$ cat src/pkg/vts_pkg.sv
// Purpose: Shared constants and types for voltage transformer supervision
// Assumes: Magnitudes in 0.01 x nominal_voltage, angles in 0.1 deg steps
// Notes: Times are counted in measurement ticks of 5 ms

package vts_pkg;

  // ****************************************
  // Timing
  // ****************************************
  localparam int CLK_PERIOD_NS = 20;
  localparam int TICK_TIME_MS = 5;
  localparam int TICK_CYCLES = TICK_TIME_MS * 1000000 / CLK_PERIOD_NS;
  localparam int ANGLE_WINDOW_MS = 40;
  localparam int HIST_DEPTH = ANGLE_WINDOW_MS / TICK_TIME_MS;

  // ****************************************
  // Widths and field layout
  // ****************************************
  localparam int NCH = 4;
  localparam int NPH = 3;
  localparam int MAG_W = 10;
  localparam int ANG_W = 12;
  localparam int LIM_W = 10;
  localparam int TIME_W = 19;
  localparam int REM_W = 20;

  // ****************************************
  // Reset values and angle figures
  // ****************************************
  localparam logic [MAG_W-1:0] LOW_PICKUP_RST = 10'h005;
  localparam logic [MAG_W-1:0] HIGH_DETECT_RST = 10'h050;
  localparam logic [LIM_W-1:0] ANGLE_LIMIT_RST = 10'h032;
  localparam logic [ANG_W-1:0] FULL_TURN = 12'hE10;
  localparam logic [ANG_W-1:0] HALF_TURN = 12'h708;
  localparam logic [ANG_W-1:0] THIRD_TURN = 12'h4B0;
  localparam logic [ANG_W-1:0] TWO_THIRD_TURN = 12'h960;
  localparam logic [ANG_W-1:0] SEQ_TOLERANCE = 12'h12C;

  // ****************************************
  // Types
  // ****************************************
  typedef struct packed {
    logic [MAG_W-1:0] mag;
    logic [ANG_W-1:0] ang;
  } chan_type;

  typedef struct packed {
    logic [MAG_W-1:0] low_pickup;
    logic [MAG_W-1:0] high_detect;
    logic [LIM_W-1:0] angle_limit;
    logic bus_fuse_check;
    logic line_fuse_check;
    logic [TIME_W-1:0] definite_time_delay;
  } settings_type;

  typedef enum logic [1:0] {
    VOLT_NONE = 2'h0,
    VOLT_OK = 2'h1,
    VOLT_LOW = 2'h2
  } volt_state_type;

  typedef enum logic [1:0] {
    ROT_UNDEF = 2'h0,
    ROT_POS = 2'h1,
    ROT_NEG = 2'h2
  } rotation_type;

  typedef enum logic [2:0] {
    BUS_DEAD = 3'h0,
    BUS_LIVE_OK = 3'h1,
    BUS_LIVE_REV = 3'h2,
    BUS_LIVE_UNDEF = 3'h3,
    BUS_LIVE_PROBLEM = 3'h4
  } bus_state_type;

  typedef enum logic [2:0] {
    COND_NORMAL = 3'h0,
    COND_STARTED = 3'h1,
    COND_LINE_FAIL = 3'h2,
    COND_BUS_FAIL = 3'h3,
    COND_BLOCKED = 3'h4
  } condition_type;

endpackage : vts_pkg

$ cat src/logic/angle_history.sv
// Purpose: Per-channel angle delay line, DEPTH samples deep
// Assumes: shift_i is the measurement tick
// Notes: old_o is the sample written DEPTH ticks earlier

`timescale 1ns/1ps

module angle_history #(
  parameter int CHANNELS = 4,
  parameter int DEPTH = 8,
  parameter int W = 12
) (
  // Clock and reset
  input wire logic clk_i,
  input wire logic resetn_i,
  // Samples
  input wire logic shift_i,
  input wire logic [CHANNELS-1:0][W-1:0] data_i,
  output logic [CHANNELS-1:0][W-1:0] old_o
);

  localparam int PTR_W = (DEPTH > 1) ? $clog2(DEPTH) : 1;

  logic [PTR_W-1:0] wp_q;

  if (DEPTH < 1) begin : g_bad
    $error("angle_history needs a depth of at least one");
  end

  always_ff @(posedge clk_i or negedge resetn_i) begin
    if (!resetn_i) begin
      wp_q <= '0;
    end else if (shift_i) begin
      wp_q <= (wp_q == PTR_W'(DEPTH - 1)) ? '0 : wp_q + 1'b1;
    end
  end

  for (genvar c = 0; c < CHANNELS; c++) begin : g_ch
    logic [W-1:0] mem_q [DEPTH];
    always_ff @(posedge clk_i or negedge resetn_i) begin
      if (!resetn_i) begin
        for (int i = 0; i < DEPTH; i++) begin
          mem_q[i] <= '0;
        end
      end else if (shift_i) begin
        mem_q[wp_q] <= data_i[c];
      end
    end
    assign old_o[c] = mem_q[wp_q];
  end

endmodule : angle_history

$ cat src/logic/tick_divider.sv
// Purpose: One-cycle enable pulse at the measurement rate
// Assumes: Single clock, CYCLES clocks between pulses
// Notes: Pulse is registered

`timescale 1ns/1ps

module tick_divider #(
  parameter int CYCLES = 250000
) (
  // Clock and reset
  input wire logic clk_i,
  input wire logic resetn_i,
  // Enable out
  output logic tick_o
);

  localparam int CNT_W = $clog2(CYCLES + 1);

  logic [CNT_W-1:0] cnt_q;

  if (CYCLES < 2) begin : g_bad
    $error("tick_divider needs at least two cycles per tick");
  end

  always_ff @(posedge clk_i or negedge resetn_i) begin
    if (!resetn_i) begin
      cnt_q <= '0;
      tick_o <= 1'b0;
    end else if (cnt_q == CNT_W'(CYCLES - 1)) begin
      cnt_q <= '0;
      tick_o <= 1'b1;
    end else begin
      cnt_q <= cnt_q + 1'b1;
      tick_o <= 1'b0;
    end
  end

  tick_gap_a: assert property (@(posedge clk_i) disable iff (!resetn_i)
    tick_o |=> !tick_o) else $error("tick pulse longer than one cycle");

endmodule : tick_divider

$ cat src/logic/voltage_tx_supervision.sv
// Purpose: Voltage transformer supervision on four voltage channels
// Assumes: Front end presents magnitude and angle on the same clock
// Notes: All evaluation advances on the 5 ms measurement tick

`timescale 1ns/1ps

// Notes on behaviour
// Use four channel magnitudes, refreshed every 5 ms
// Derive sequence rotation for supervision decisions
// Track every channel's phase angle
// Pick-up: one phase low and two high
// Low and high thresholds, 0.01 steps, defaults
// Recompute per-phase threshold ratios every update
// Small 40 ms angle change blocks pick-up
// Bus fuse check reports bus fuse failure
// Line fuse check reports line fuse failure
// Report bus dead or live and healthy
// Report reversed phase rotation state
// Report undefined phase rotation state
// Report problem state on any pick-up
// Expose five-value condition code
// Expose expected delay, 5 ms resolution
// Signed remaining time while timing a fault
// Settings change at run time, no stop
// Output usable as alarm and block
// Block at pick-up gives blocked, no timing
// Alarm after pick-up persists definite delay
// Block sampled at start of each cycle
// Everything advances once per tick, 8-deep history
// Remaining time reloads, stops on release/block
module voltage_tx_supervision
  import vts_pkg::*;
#(
  parameter int TICK_CLOCKS = TICK_CYCLES
) (
  // Clock and reset
  input wire logic clk_i,
  input wire logic resetn_i,
  // Measurements
  input wire chan_type [NCH-1:0] chans_i,
  // Settings and block
  input wire settings_type settings_i,
  input wire logic block_i,
  // Fuse failure pins
  input wire logic bus_breaker_trip_input_i,
  input wire logic line_breaker_trip_input_i,
  // Status
  output condition_type condition_o,
  output bus_state_type bus_state_o,
  output volt_state_type [NCH-1:0] volt_state_o,
  output rotation_type rotation_o,
  output logic [NCH-1:0][ANG_W-1:0] angle_diff_o,
  output logic started_o,
  output logic blocked_o,
  output logic alarm_o,
  output logic bus_transformer_failure_o,
  output logic line_transformer_failure_o,
  output logic supervision_block_o,
  // Timing
  output logic [TIME_W-1:0] expected_time_o,
  output logic signed [REM_W-1:0] remaining_o
);

  // ****************************************
  // Helpers
  // ****************************************
  function automatic logic [ANG_W-1:0] ang_sub(input logic [ANG_W-1:0] a,
                                               input logic [ANG_W-1:0] b);
    ang_sub = (a >= b) ? a - b : a + FULL_TURN - b;
  endfunction : ang_sub

  function automatic logic [ANG_W-1:0] ang_dist(input logic [ANG_W-1:0] a,
                                                input logic [ANG_W-1:0] b);
    logic [ANG_W-1:0] d;
    d = ang_sub(a, b);
    ang_dist = (d > HALF_TURN) ? FULL_TURN - d : d;
  endfunction : ang_dist

  function automatic logic near(input logic [ANG_W-1:0] v,
                                input logic [ANG_W-1:0] c);
    near = (v + SEQ_TOLERANCE >= c) && (v <= c + SEQ_TOLERANCE);
  endfunction : near

  // ****************************************
  // Tick and pin synchronisers
  // ****************************************
  logic tick;
  logic [1:0] bus_sync_q;
  logic [1:0] line_sync_q;

  if (TICK_CLOCKS < 2) begin : g_bad
    $error("voltage_tx_supervision needs at least two clocks per tick");
  end

  tick_divider #(
    .CYCLES(TICK_CLOCKS)
  ) u_tick (
    .clk_i(clk_i),
    .resetn_i(resetn_i),
    .tick_o(tick)
  );

  always_ff @(posedge clk_i or negedge resetn_i) begin
    if (!resetn_i) begin
      bus_sync_q <= 2'h0;
      line_sync_q <= 2'h0;
    end else begin
      bus_sync_q <= {bus_sync_q[0], bus_breaker_trip_input_i};
      line_sync_q <= {line_sync_q[0], line_breaker_trip_input_i};
    end
  end

  // ****************************************
  // Angle history and per-channel evaluation
  // ****************************************
  logic [NCH-1:0][ANG_W-1:0] ang_now;
  logic [NCH-1:0][ANG_W-1:0] ang_old;
  logic [NCH-1:0][ANG_W-1:0] ang_diff;
  volt_state_type [NCH-1:0] vstate_d;
  logic [NPH-1:0] below_low;
  logic [NPH-1:0] above_high;
  logic [NPH-1:0] ang_steady;

  angle_history #(
    .CHANNELS(NCH),
    .DEPTH(HIST_DEPTH),
    .W(ANG_W)
  ) u_hist (
    .clk_i(clk_i),
    .resetn_i(resetn_i),
    .shift_i(tick),
    .data_i(ang_now),
    .old_o(ang_old)
  );

  for (genvar c = 0; c < NCH; c++) begin : g_chan
    assign ang_now[c] = chans_i[c].ang;
    assign ang_diff[c] = ang_dist(ang_now[c], ang_old[c]);
    always_comb begin
      if (chans_i[c].mag < settings_i.low_pickup) begin
        vstate_d[c] = VOLT_NONE;
      end else if (chans_i[c].mag > settings_i.high_detect) begin
        vstate_d[c] = VOLT_OK;
      end else begin
        vstate_d[c] = VOLT_LOW;
      end
    end
  end

  for (genvar p = 0; p < NPH; p++) begin : g_phase
    assign below_low[p] = (vstate_d[p] == VOLT_NONE);
    assign above_high[p] = (vstate_d[p] == VOLT_OK);

    assign ang_steady[p] = ang_diff[p] < ANG_W'(settings_i.angle_limit);
  end

  // ****************************************
  // Sequence rotation and pick-up
  // ****************************************
  logic [ANG_W-1:0] lag12;
  logic [ANG_W-1:0] lag13;
  rotation_type rot_d;
  logic two_high;
  logic pick;

  assign lag12 = ang_sub(ang_now[0], ang_now[1]);
  assign lag13 = ang_sub(ang_now[0], ang_now[2]);

  always_comb begin
    if (near(lag12, THIRD_TURN) && near(lag13, TWO_THIRD_TURN)) begin
      rot_d = ROT_POS;
    end else if (near(lag12, TWO_THIRD_TURN) &&
                 near(lag13, THIRD_TURN)) begin
      rot_d = ROT_NEG;
    end else begin
      rot_d = ROT_UNDEF;
    end
  end

  assign two_high = (above_high[0] && above_high[1]) ||
                    (above_high[0] && above_high[2]) ||
                    (above_high[1] && above_high[2]);

  assign pick = (|below_low) && two_high && !(&ang_steady);

  // ****************************************
  // Per-tick status registers
  // ****************************************
  logic pick_q;
  logic bus_fuse_q;
  logic line_fuse_q;

  always_ff @(posedge clk_i or negedge resetn_i) begin
    if (!resetn_i) begin
      volt_state_o <= {NCH{VOLT_NONE}};
      rotation_o <= ROT_UNDEF;
      angle_diff_o <= '0;
      pick_q <= 1'b0;
    end else if (tick) begin
      volt_state_o <= vstate_d;
      rotation_o <= rot_d;
      angle_diff_o <= ang_diff;
      pick_q <= pick;
    end
  end

  always_ff @(posedge clk_i or negedge resetn_i) begin
    if (!resetn_i) begin
      bus_fuse_q <= 1'b0;
      line_fuse_q <= 1'b0;
    end else if (tick) begin
      bus_fuse_q <= settings_i.bus_fuse_check && bus_sync_q[1];
      line_fuse_q <= settings_i.line_fuse_check && line_sync_q[1];
    end
  end

  always_ff @(posedge clk_i or negedge resetn_i) begin
    if (!resetn_i) begin
      bus_state_o <= BUS_DEAD;
    end else if (tick) begin
      if (pick) begin
        bus_state_o <= BUS_LIVE_PROBLEM;
      end else if (&below_low) begin
        bus_state_o <= BUS_DEAD;
      end else if (&above_high && rot_d == ROT_POS) begin
        bus_state_o <= BUS_LIVE_OK;
      end else if (&above_high && rot_d == ROT_NEG) begin
        bus_state_o <= BUS_LIVE_REV;
      end else begin
        bus_state_o <= BUS_LIVE_UNDEF;
      end
    end
  end

  // ****************************************
  // Definite-time timer
  // ****************************************
  logic timing_q;
  logic pick_rise;

  assign pick_rise = pick && !pick_q;

  // Block is read only on the tick, so a block raised between ticks acts at the next tick
  always_ff @(posedge clk_i or negedge resetn_i) begin
    if (!resetn_i) begin
      started_o <= 1'b0;
      blocked_o <= 1'b0;
      timing_q <= 1'b0;
    end else if (tick) begin
      if (!pick) begin
        started_o <= 1'b0;
        blocked_o <= 1'b0;
        timing_q <= 1'b0;
      end else if (block_i) begin
        started_o <= 1'b0;
        blocked_o <= pick_rise || blocked_o || started_o;
        timing_q <= 1'b0;
      end else if (pick_rise) begin
        started_o <= 1'b1;
        timing_q <= 1'b1;
      end
    end
  end

  always_ff @(posedge clk_i or negedge resetn_i) begin
    if (!resetn_i) begin
      remaining_o <= '0;
    end else if (tick && pick && !block_i) begin
      if (pick_rise) begin
        remaining_o <= $signed({1'b0, settings_i.definite_time_delay});
      end else if (timing_q && remaining_o > 0) begin
        remaining_o <= remaining_o - REM_W'(1);
      end
    end
  end

  always_ff @(posedge clk_i or negedge resetn_i) begin
    if (!resetn_i) begin
      alarm_o <= 1'b0;
    end else if (tick) begin
      if (!pick) begin
        alarm_o <= 1'b0;
      end else if (!block_i && pick_rise &&
                   settings_i.definite_time_delay == '0) begin
        alarm_o <= 1'b1;
      end else if (!block_i && timing_q && remaining_o == 1) begin
        alarm_o <= 1'b1;
      end
    end
  end

  // ****************************************
  // Outputs
  // ****************************************
  always_ff @(posedge clk_i or negedge resetn_i) begin
    if (!resetn_i) begin
      expected_time_o <= '0;
    end else if (tick) begin
      expected_time_o <= settings_i.definite_time_delay;
    end
  end

  assign bus_transformer_failure_o = alarm_o || bus_fuse_q;
  assign line_transformer_failure_o = line_fuse_q;

  assign supervision_block_o = alarm_o || bus_fuse_q || line_fuse_q;

  always_comb begin
    if (blocked_o) begin
      condition_o = COND_BLOCKED;
    end else if (bus_transformer_failure_o) begin
      condition_o = COND_BUS_FAIL;
    end else if (line_transformer_failure_o) begin
      condition_o = COND_LINE_FAIL;
    end else if (started_o) begin
      condition_o = COND_STARTED;
    end else begin
      condition_o = COND_NORMAL;
    end
  end

  // ****************************************
  // Assertions
  // ****************************************
  reload_delay_a: assert property (@(posedge clk_i) disable iff (!resetn_i)
    tick && pick && !pick_q && !block_i |=>
      remaining_o == $signed({1'b0, $past(settings_i.definite_time_delay)}))
    else $error("remaining time not reloaded");

  countdown_step_a: assert property (@(posedge clk_i)
    disable iff (!resetn_i)
    tick && pick && pick_q && !block_i && timing_q && remaining_o > 0 |=>
      remaining_o == $past(remaining_o) - REM_W'(1))
    else $error("remaining time did not step down");

  hold_on_stop_a: assert property (@(posedge clk_i) disable iff (!resetn_i)
    tick && (!pick || block_i) |=> $stable(remaining_o))
    else $error("remaining time moved while stopped");

  alarm_after_delay_a: assert property (@(posedge clk_i)
    disable iff (!resetn_i)
    $rose(alarm_o) |-> remaining_o == 0 && started_o)
    else $error("alarm before delay ran out");

  block_no_start_a: assert property (@(posedge clk_i)
    disable iff (!resetn_i)
    tick && pick && !pick_q && block_i |=> blocked_o && !started_o
      && !timing_q)
    else $error("block at pick-up still started timing");

  idle_between_ticks_a: assert property (@(posedge clk_i)
    disable iff (!resetn_i)
    !tick |=> $stable(alarm_o) && $stable(started_o) && $stable(bus_state_o))
    else $error("state moved without a tick");

  problem_state_a: assert property (@(posedge clk_i)
    disable iff (!resetn_i)
    tick && pick |=> bus_state_o == BUS_LIVE_PROBLEM && pick_q)
    else $error("pick-up not reported as problem");

  fuse_gate_a: assert property (@(posedge clk_i) disable iff (!resetn_i)
    tick && !settings_i.line_fuse_check |=> !line_transformer_failure_o)
    else $error("line fuse failure while check disabled");

  condition_code_a: assert property (@(posedge clk_i)
    disable iff (!resetn_i)
    blocked_o |-> condition_o == COND_BLOCKED && !supervision_block_o
      || condition_o == COND_BLOCKED)
    else $error("blocked not shown in condition");

  expected_time_a: assert property (@(posedge clk_i) disable iff (!resetn_i)
    tick ##1 1'b1 |-> expected_time_o == $past(settings_i.definite_time_delay))
    else $error("expected time not updated");

endmodule : voltage_tx_supervision

$ cat config.mk
export PLATFORM = sky130hd
export DESIGN_NAME = voltage_tx_supervision
export DESIGN_NICKNAME = d
export VERILOG_FILES = /design/src/pkg/vts_pkg.sv /design/src/logic/angle_history.sv /design/src/logic/tick_divider.sv /design/src/logic/voltage_tx_supervision.sv
export SDC_FILE = /design/constraint.sdc
export NUM_CORES = 1
export LEC_CHECK = 0
export ABC_AREA = 1
export BUFFER_PORTS_ARGS = -buffer_cell sky130_fd_sc_hd__buf_2
export CAP_MARGIN = 20
export CORE_MARGIN = 2
export CORE_UTILIZATION = 65
export DETAILED_ROUTE_END_ITERATION = 16
export GPL_TIMING_DRIVEN = 0
export MAX_ROUTING_LAYER = met4
export PLACE_DENSITY = 0.88
export SKIP_LAST_GASP = 1
export SYNTH_ARGS = -nofsm -noshare
export SYNTH_HDL_FRONTEND = slang
export SYNTH_HIERARCHICAL = 1
export SYNTH_SLANG_ARGS = --single-unit
$ cat constraint.sdc
create_clock -name clk_i -period 8.9 [get_ports clk_i]
set_clock_uncertainty 0.15 [all_clocks]
set_input_delay 1.335 -clock clk_i [delete_from_list [all_inputs] [get_ports clk_i]]
set_output_delay 1.335 -clock clk_i [all_outputs]
set_load 0.01 [all_outputs]
* Word level (Yosys, flattened, before mapping)
Index checks and enable logic that the tools add are counted.
** Word-level totals
- Register bits :: 516
- Input port bits :: 144
- Output and inout port bits :: 109
** Operators by class
- $add $sub $neg :: 25
- Order comparisons :: 32
- Eq/ne operators :: 11
- Muxes and demuxes :: 59
- Bitwise operators :: 1
- Reductions and logical operators :: 46
** Operator list (count)
- $bwmux 96 :: 4
- $mux 12 :: 19
- $bmux 12 s3 :: 4
- $sub 12x12->12 :: 12
- $ge 12x12->1 :: 6
- $add 12x12->12 const B :: 4
- $gt 12x11->1 const B :: 4
- $sub 12x12->12 const A :: 4
- $gt 10x10->1 :: 4
- $lt 10x10->1 :: 4
- $mux 20 :: 2
- $demux 12 s3 :: 1
- $lt 12x10->1 :: 3
- $mux 2 :: 13
- $add 12x9->12 const B :: 2
- $ge 12x11->1 const B :: 2
- $ge 12x12->1 const B :: 2
- $le 12x11->1 const B :: 2
- $le 12x12->1 const B :: 2
- $logic_and 1x1->1 :: 24
- $eq 20x2->1 const B :: 1
- $gt 20x1->1 const B :: 1
- $sub 20x2->20 const B :: 1
- $logic_not 19->1 :: 1
- 22 further kinds :: 52

* Longest topological paths before layout
- Depth in word-level cells :: 17
- Gate-level depth with buffers :: 51
- Mapped depth without buffers :: 46

* Modules after synthesis
Netlist, hierarchy kept.
** By module, submodules not included
- angle_history :: instances 1, cells each 2482, area an instance 18298.8 um^2
- voltage_tx_supervision :: instances 1, cells each 2594, area an instance 16562.1 um^2
- tick_divider :: instances 1, cells each 146, area an instance 1091.0 um^2

* Least setup slack after synthesis
No wires, ideal clock.
- Path kind :: input -> register
- Start point :: input chans_i[23] (netlist bit)
- End point :: register remaining_o[19]
- Library setup time :: 0.117 ns
- Arrival time :: 5.379 ns
- Path slack :: 3.254 ns
- Stages on the path :: 34
- Path through :: ha_1 ha_1 fa_1 nand3_1 nand2_1 nand3_1 nand2_1 xnor2_1 nand2_1 nand2_1 nor2_1 nand3_2 nand2_2 inv_1 or2_2 xor2_1 inv_1 ha_1 nand2_1 o21ai_0 nor3b_1 o21bai_1 nand2_1 nor2_1 nand2_1 nor2_1 nand3_2 nor2_2 nand2_4 nand3_4 o21ai_2 buf_2 nand3b_1 nand2_1
** RTL lines
- start: declaration :: line voltage_tx_supervision.sv:40 : input wire chan_type [NCH-1:0] chans_i,
- end signal: assignment :: line voltage_tx_supervision.sv:270 : remaining_o <= $signed({1'b0, settings_i.definite_time_delay});
- end signal: assignment :: line voltage_tx_supervision.sv:272 : remaining_o <= remaining_o - REM_W'(1);
- end: declaration :: line voltage_tx_supervision.sv:61 : output logic signed [REM_W-1:0] remaining_o

==> results_dict.tcl <==
set metrics [dict create \
    cts_root_buffer "clkbuf_16" \
    grt_pass1_vias 33800 \
    rr_worst_depth 45 \
    critPathCaptureType "register" \
    report.final.slew_viol_count 0 \
    total_power_mw 5.688 \
    first_pass_iters 7 \
    cp_slowest_cell "buf_1" \
    run_status "completed" \
    layout_common_cells "1988 x nand2_1, 750 x inv_1, 515 x dfrtp_1" \
    grt_max_degree 118 \
    groute.usage.overall 0.4107 \
    fp-row-count 86 \
    port_buffers 252 \
    final_common_cell "nand2_1" \
    crit_family "simple AND/OR/NAND/NOR gates" \
    crit_buf_inv 8 \
    tightestPinTransition_ps 968.3 \
    cts_setup_buffers 0 \
    crit_end "bus_state_o[1]" \
    num_vias 36040 \
    fin_area_sq_mm 0.04017 \
    period_needed_ps 7415 \
    reg2reg_slack_ps 1490 \
    ys_types 52 \
    dp_cells 6182 \
    clk_path_buf_depth 3 \
    grt_pass1_wl_microns 178400 \
    timing.rr.start "u_hist/wp_q[0]" \
    synth_xor_area_frac 0.02948 \
    power_density_mw_per_mm2 141.6 \
    dieArea_sq_mm 0.05721 \
    synthArstFlopShare 1.000 \
    drive_above_1_share 0.09461 \
    yosysWarnings 6 \
    crit_required_ps 9300 \
    synth-simple-area-share 0.3003 \
    dr_wl_met2_microns 51070 \
    place_hpwl_microns 86380 \
    fin_crit_sh 0.8331 \
    synth_nets 5641 \
    fin_nets 5954 \
    ys_seq_area_frac 0.3585 \
    synth_compound_area_frac 0.1044 \
    ant_nets 0 \
    worst-endpoint-arrival_ps 7810 \
    hold_path.class "register to register" \
    ctsHtreeMaxLevel 2 \
    routed_via_density 5.725 \
    synth_top_family_by_area "simple AND/OR/NAND/NOR gates" \
    wl_met1_microns 44760 \
    maxCapViolCount 0 \
    start_util 0.6551 \
    p_leak_nw 23.45 \
    dpl_cell_area_sq_mm 0.03821 \
    worstSetupPathType "register to register" \
    syn-mean-instance-area_sq_um 6.885 \
    instances_no_fill 6295 \
    synth_seq_cells 515 \
    ctsHoldBuffers 0 \
    min_path_cells 0 \
    io_pins 253 \
    yosys.area.top_type "dfrtp_1" \
    rr_endpoint "bus_state_o[1]" \
    startpoint_type "register" \
    die_w_microns 239.2 \
    wl_met3_microns 11890 \
    grt-ovfl-total 0 \
    fmax_ghz 0.1349 \
    cp_num_cells 45 \
    place_congestion 1.003 \
    rsz0062_at_grt "false" \
    synthMuxAreaShare 0 \
    synth_edf_count 0 \
    drcViolationCount 0 \
    drt_wl_total_microns 114800 \
    yosys-top-cells-area "dfrtp_1 36%, nand2_1 21%, ha_1 8.5%" \
    cts_buffers 55 \
    worstSetupStartpoint "u_hist/wp_q[0]" \
    antenna_found_initial 9 \
    syn_area_sq_mm 0.03595 \
    cts_sinks 515 \
    synth_ff_type "dfrtp_1" \
    core_area_sq_mm 0.05488 \
    slowest_delay_ps 640 \
    final_util 0.7320 \
    cp_common_cell "nand2_1" \
    cts_tree "yes" \
    path_clk_slew_ps 70 \
    drtIter0Drc 4270 \
    synthAdderAreaFrac 0.1020 \
    finalHoldViolCount 0 \
    slew_headroom 0.3544 \
    post_drt_wl_per_cell_microns 18.24 \
    finalSetupViolations 0 \
    fillers 4442 \
    die_h_microns 239.2 \
    peakVddDrop_v 0.0001397 \
    insertion_delay_ps 630 \
    cts_resized 0 \
    routed.top_layer "met4" \
    area_delta_synth_final_pct 11.74 \
    syn-instance-count 5222 \
    synth_top_area_share 0.3585 \
    crit_fanout 10 \
]
[metal layers]
metal | vias up | GRT usage
met5 | - | -
met4 | 0 | 0.2284
met3 | 435 | 0.07952
met2 | 1940 | 0.6243
met1 | 16660 | 0.5183
li1 | 17000 | -
[per-stage QoR]
| stage | hold slack [ps] | worst slack (ps) | TNS (ps) |
|---|---|---|---|
| 2_1_floorplan | 181.2 | 3254 | 0 |
| 3_3_place_gp | 181.2 | -4160 | -2099270 |
| 3_5_place_dp | 195.1 | 1680 | 0 |
| 4_1_cts | 208.5 | 1676 | 0 |
| 5_1_grt | 213.7 | 1117 | 0 |
| 6_report | 207.9 | 1485 | 0 |
[flip-flops by register name, summed over array words and instances, names as in the netlist, 2 cells and up]
register	cells
angle_diff_o	48
bus_state_o	2
bus_sync_q	2
expected_time_o	19
line_sync_q	2
remaining_o	20
rotation_o	2
u_hist/g_ch.mem_q	384
u_hist/wp_q	3
u_tick/cnt_q	18
volt_state_o	8
[cell usage after synthesis (all sizes together), types with 24 or more instances]
master  number
a21oi      127
buf        109
clkbuf      83
dfrtp      515
fa          30
ha         245
inv        764
nand2     2006
nand3      302
nand4       67
nor2       205
nor3        24
o21ai      522
xnor2       28
xor2        93
[power by group]
part	switching [mW]	internal, mW
logic	0.593	0.282
clock network	1.02	1.44
registers	0.00133	2.34
[cell type report]
type / count / area, sq um / share of cell area
Antenna cell: 10 / 25.02 / 0.0006229
Buffer: 192 / 913.4 / 0.02274
Clock buffer: 74 / 1568 / 0.03903
Clock inverter: 29 / 364.1 / 0.009064
Inverter: 766 / 2875 / 0.07158
Multi-Input combinational cell: 3749 / 19280 / 0.4798
Sequential cell: 515 / 12890 / 0.3208
Tap cell: 704 / 880.8 / 0.02193
Timing Repair Buffer: 256 / 1381 / 0.03439
[worst reg2reg max path: cells and delay by family (launching register included)]
kind,cells,cell delay [ps]
AO/OA/AOI/OAI,2,330
adder cells (fa/ha/maj),4,1350
XOR/XNOR,1,430
AND/OR/NAND/NOR,30,3110
flip-flops,1,350
buffers and inverters,8,1610
[worst min-delay path by stage]
stage / from / end
2_1_floorplan: bus_sync_q[0] / bus_sync_q[1]
3_3_place_gp: line_sync_q[0] / line_sync_q[1]
3_5_place_dp: line_sync_q[0] / line_sync_q[1]
4_1_cts: line_sync_q[0] / line_sync_q[1]
5_1_grt: line_sync_q[0] / line_sync_q[1]
6_report: line_sync_q[0] / line_sync_q[1]
[cells by family (layout without fill, tap and decap cells)]
logic type               count (synthesis)  after routing
flip-flops                             515            515
other                                    0             10
XOR/XNOR                               121            121
AND/OR/NAND/NOR                       2636           2636
AO/OA/AOI/OAI                          717            717
buffers and inverters                  958           1317
adder cells (fa/ha/maj)                275            275
(Power assumes the default switching activity.)
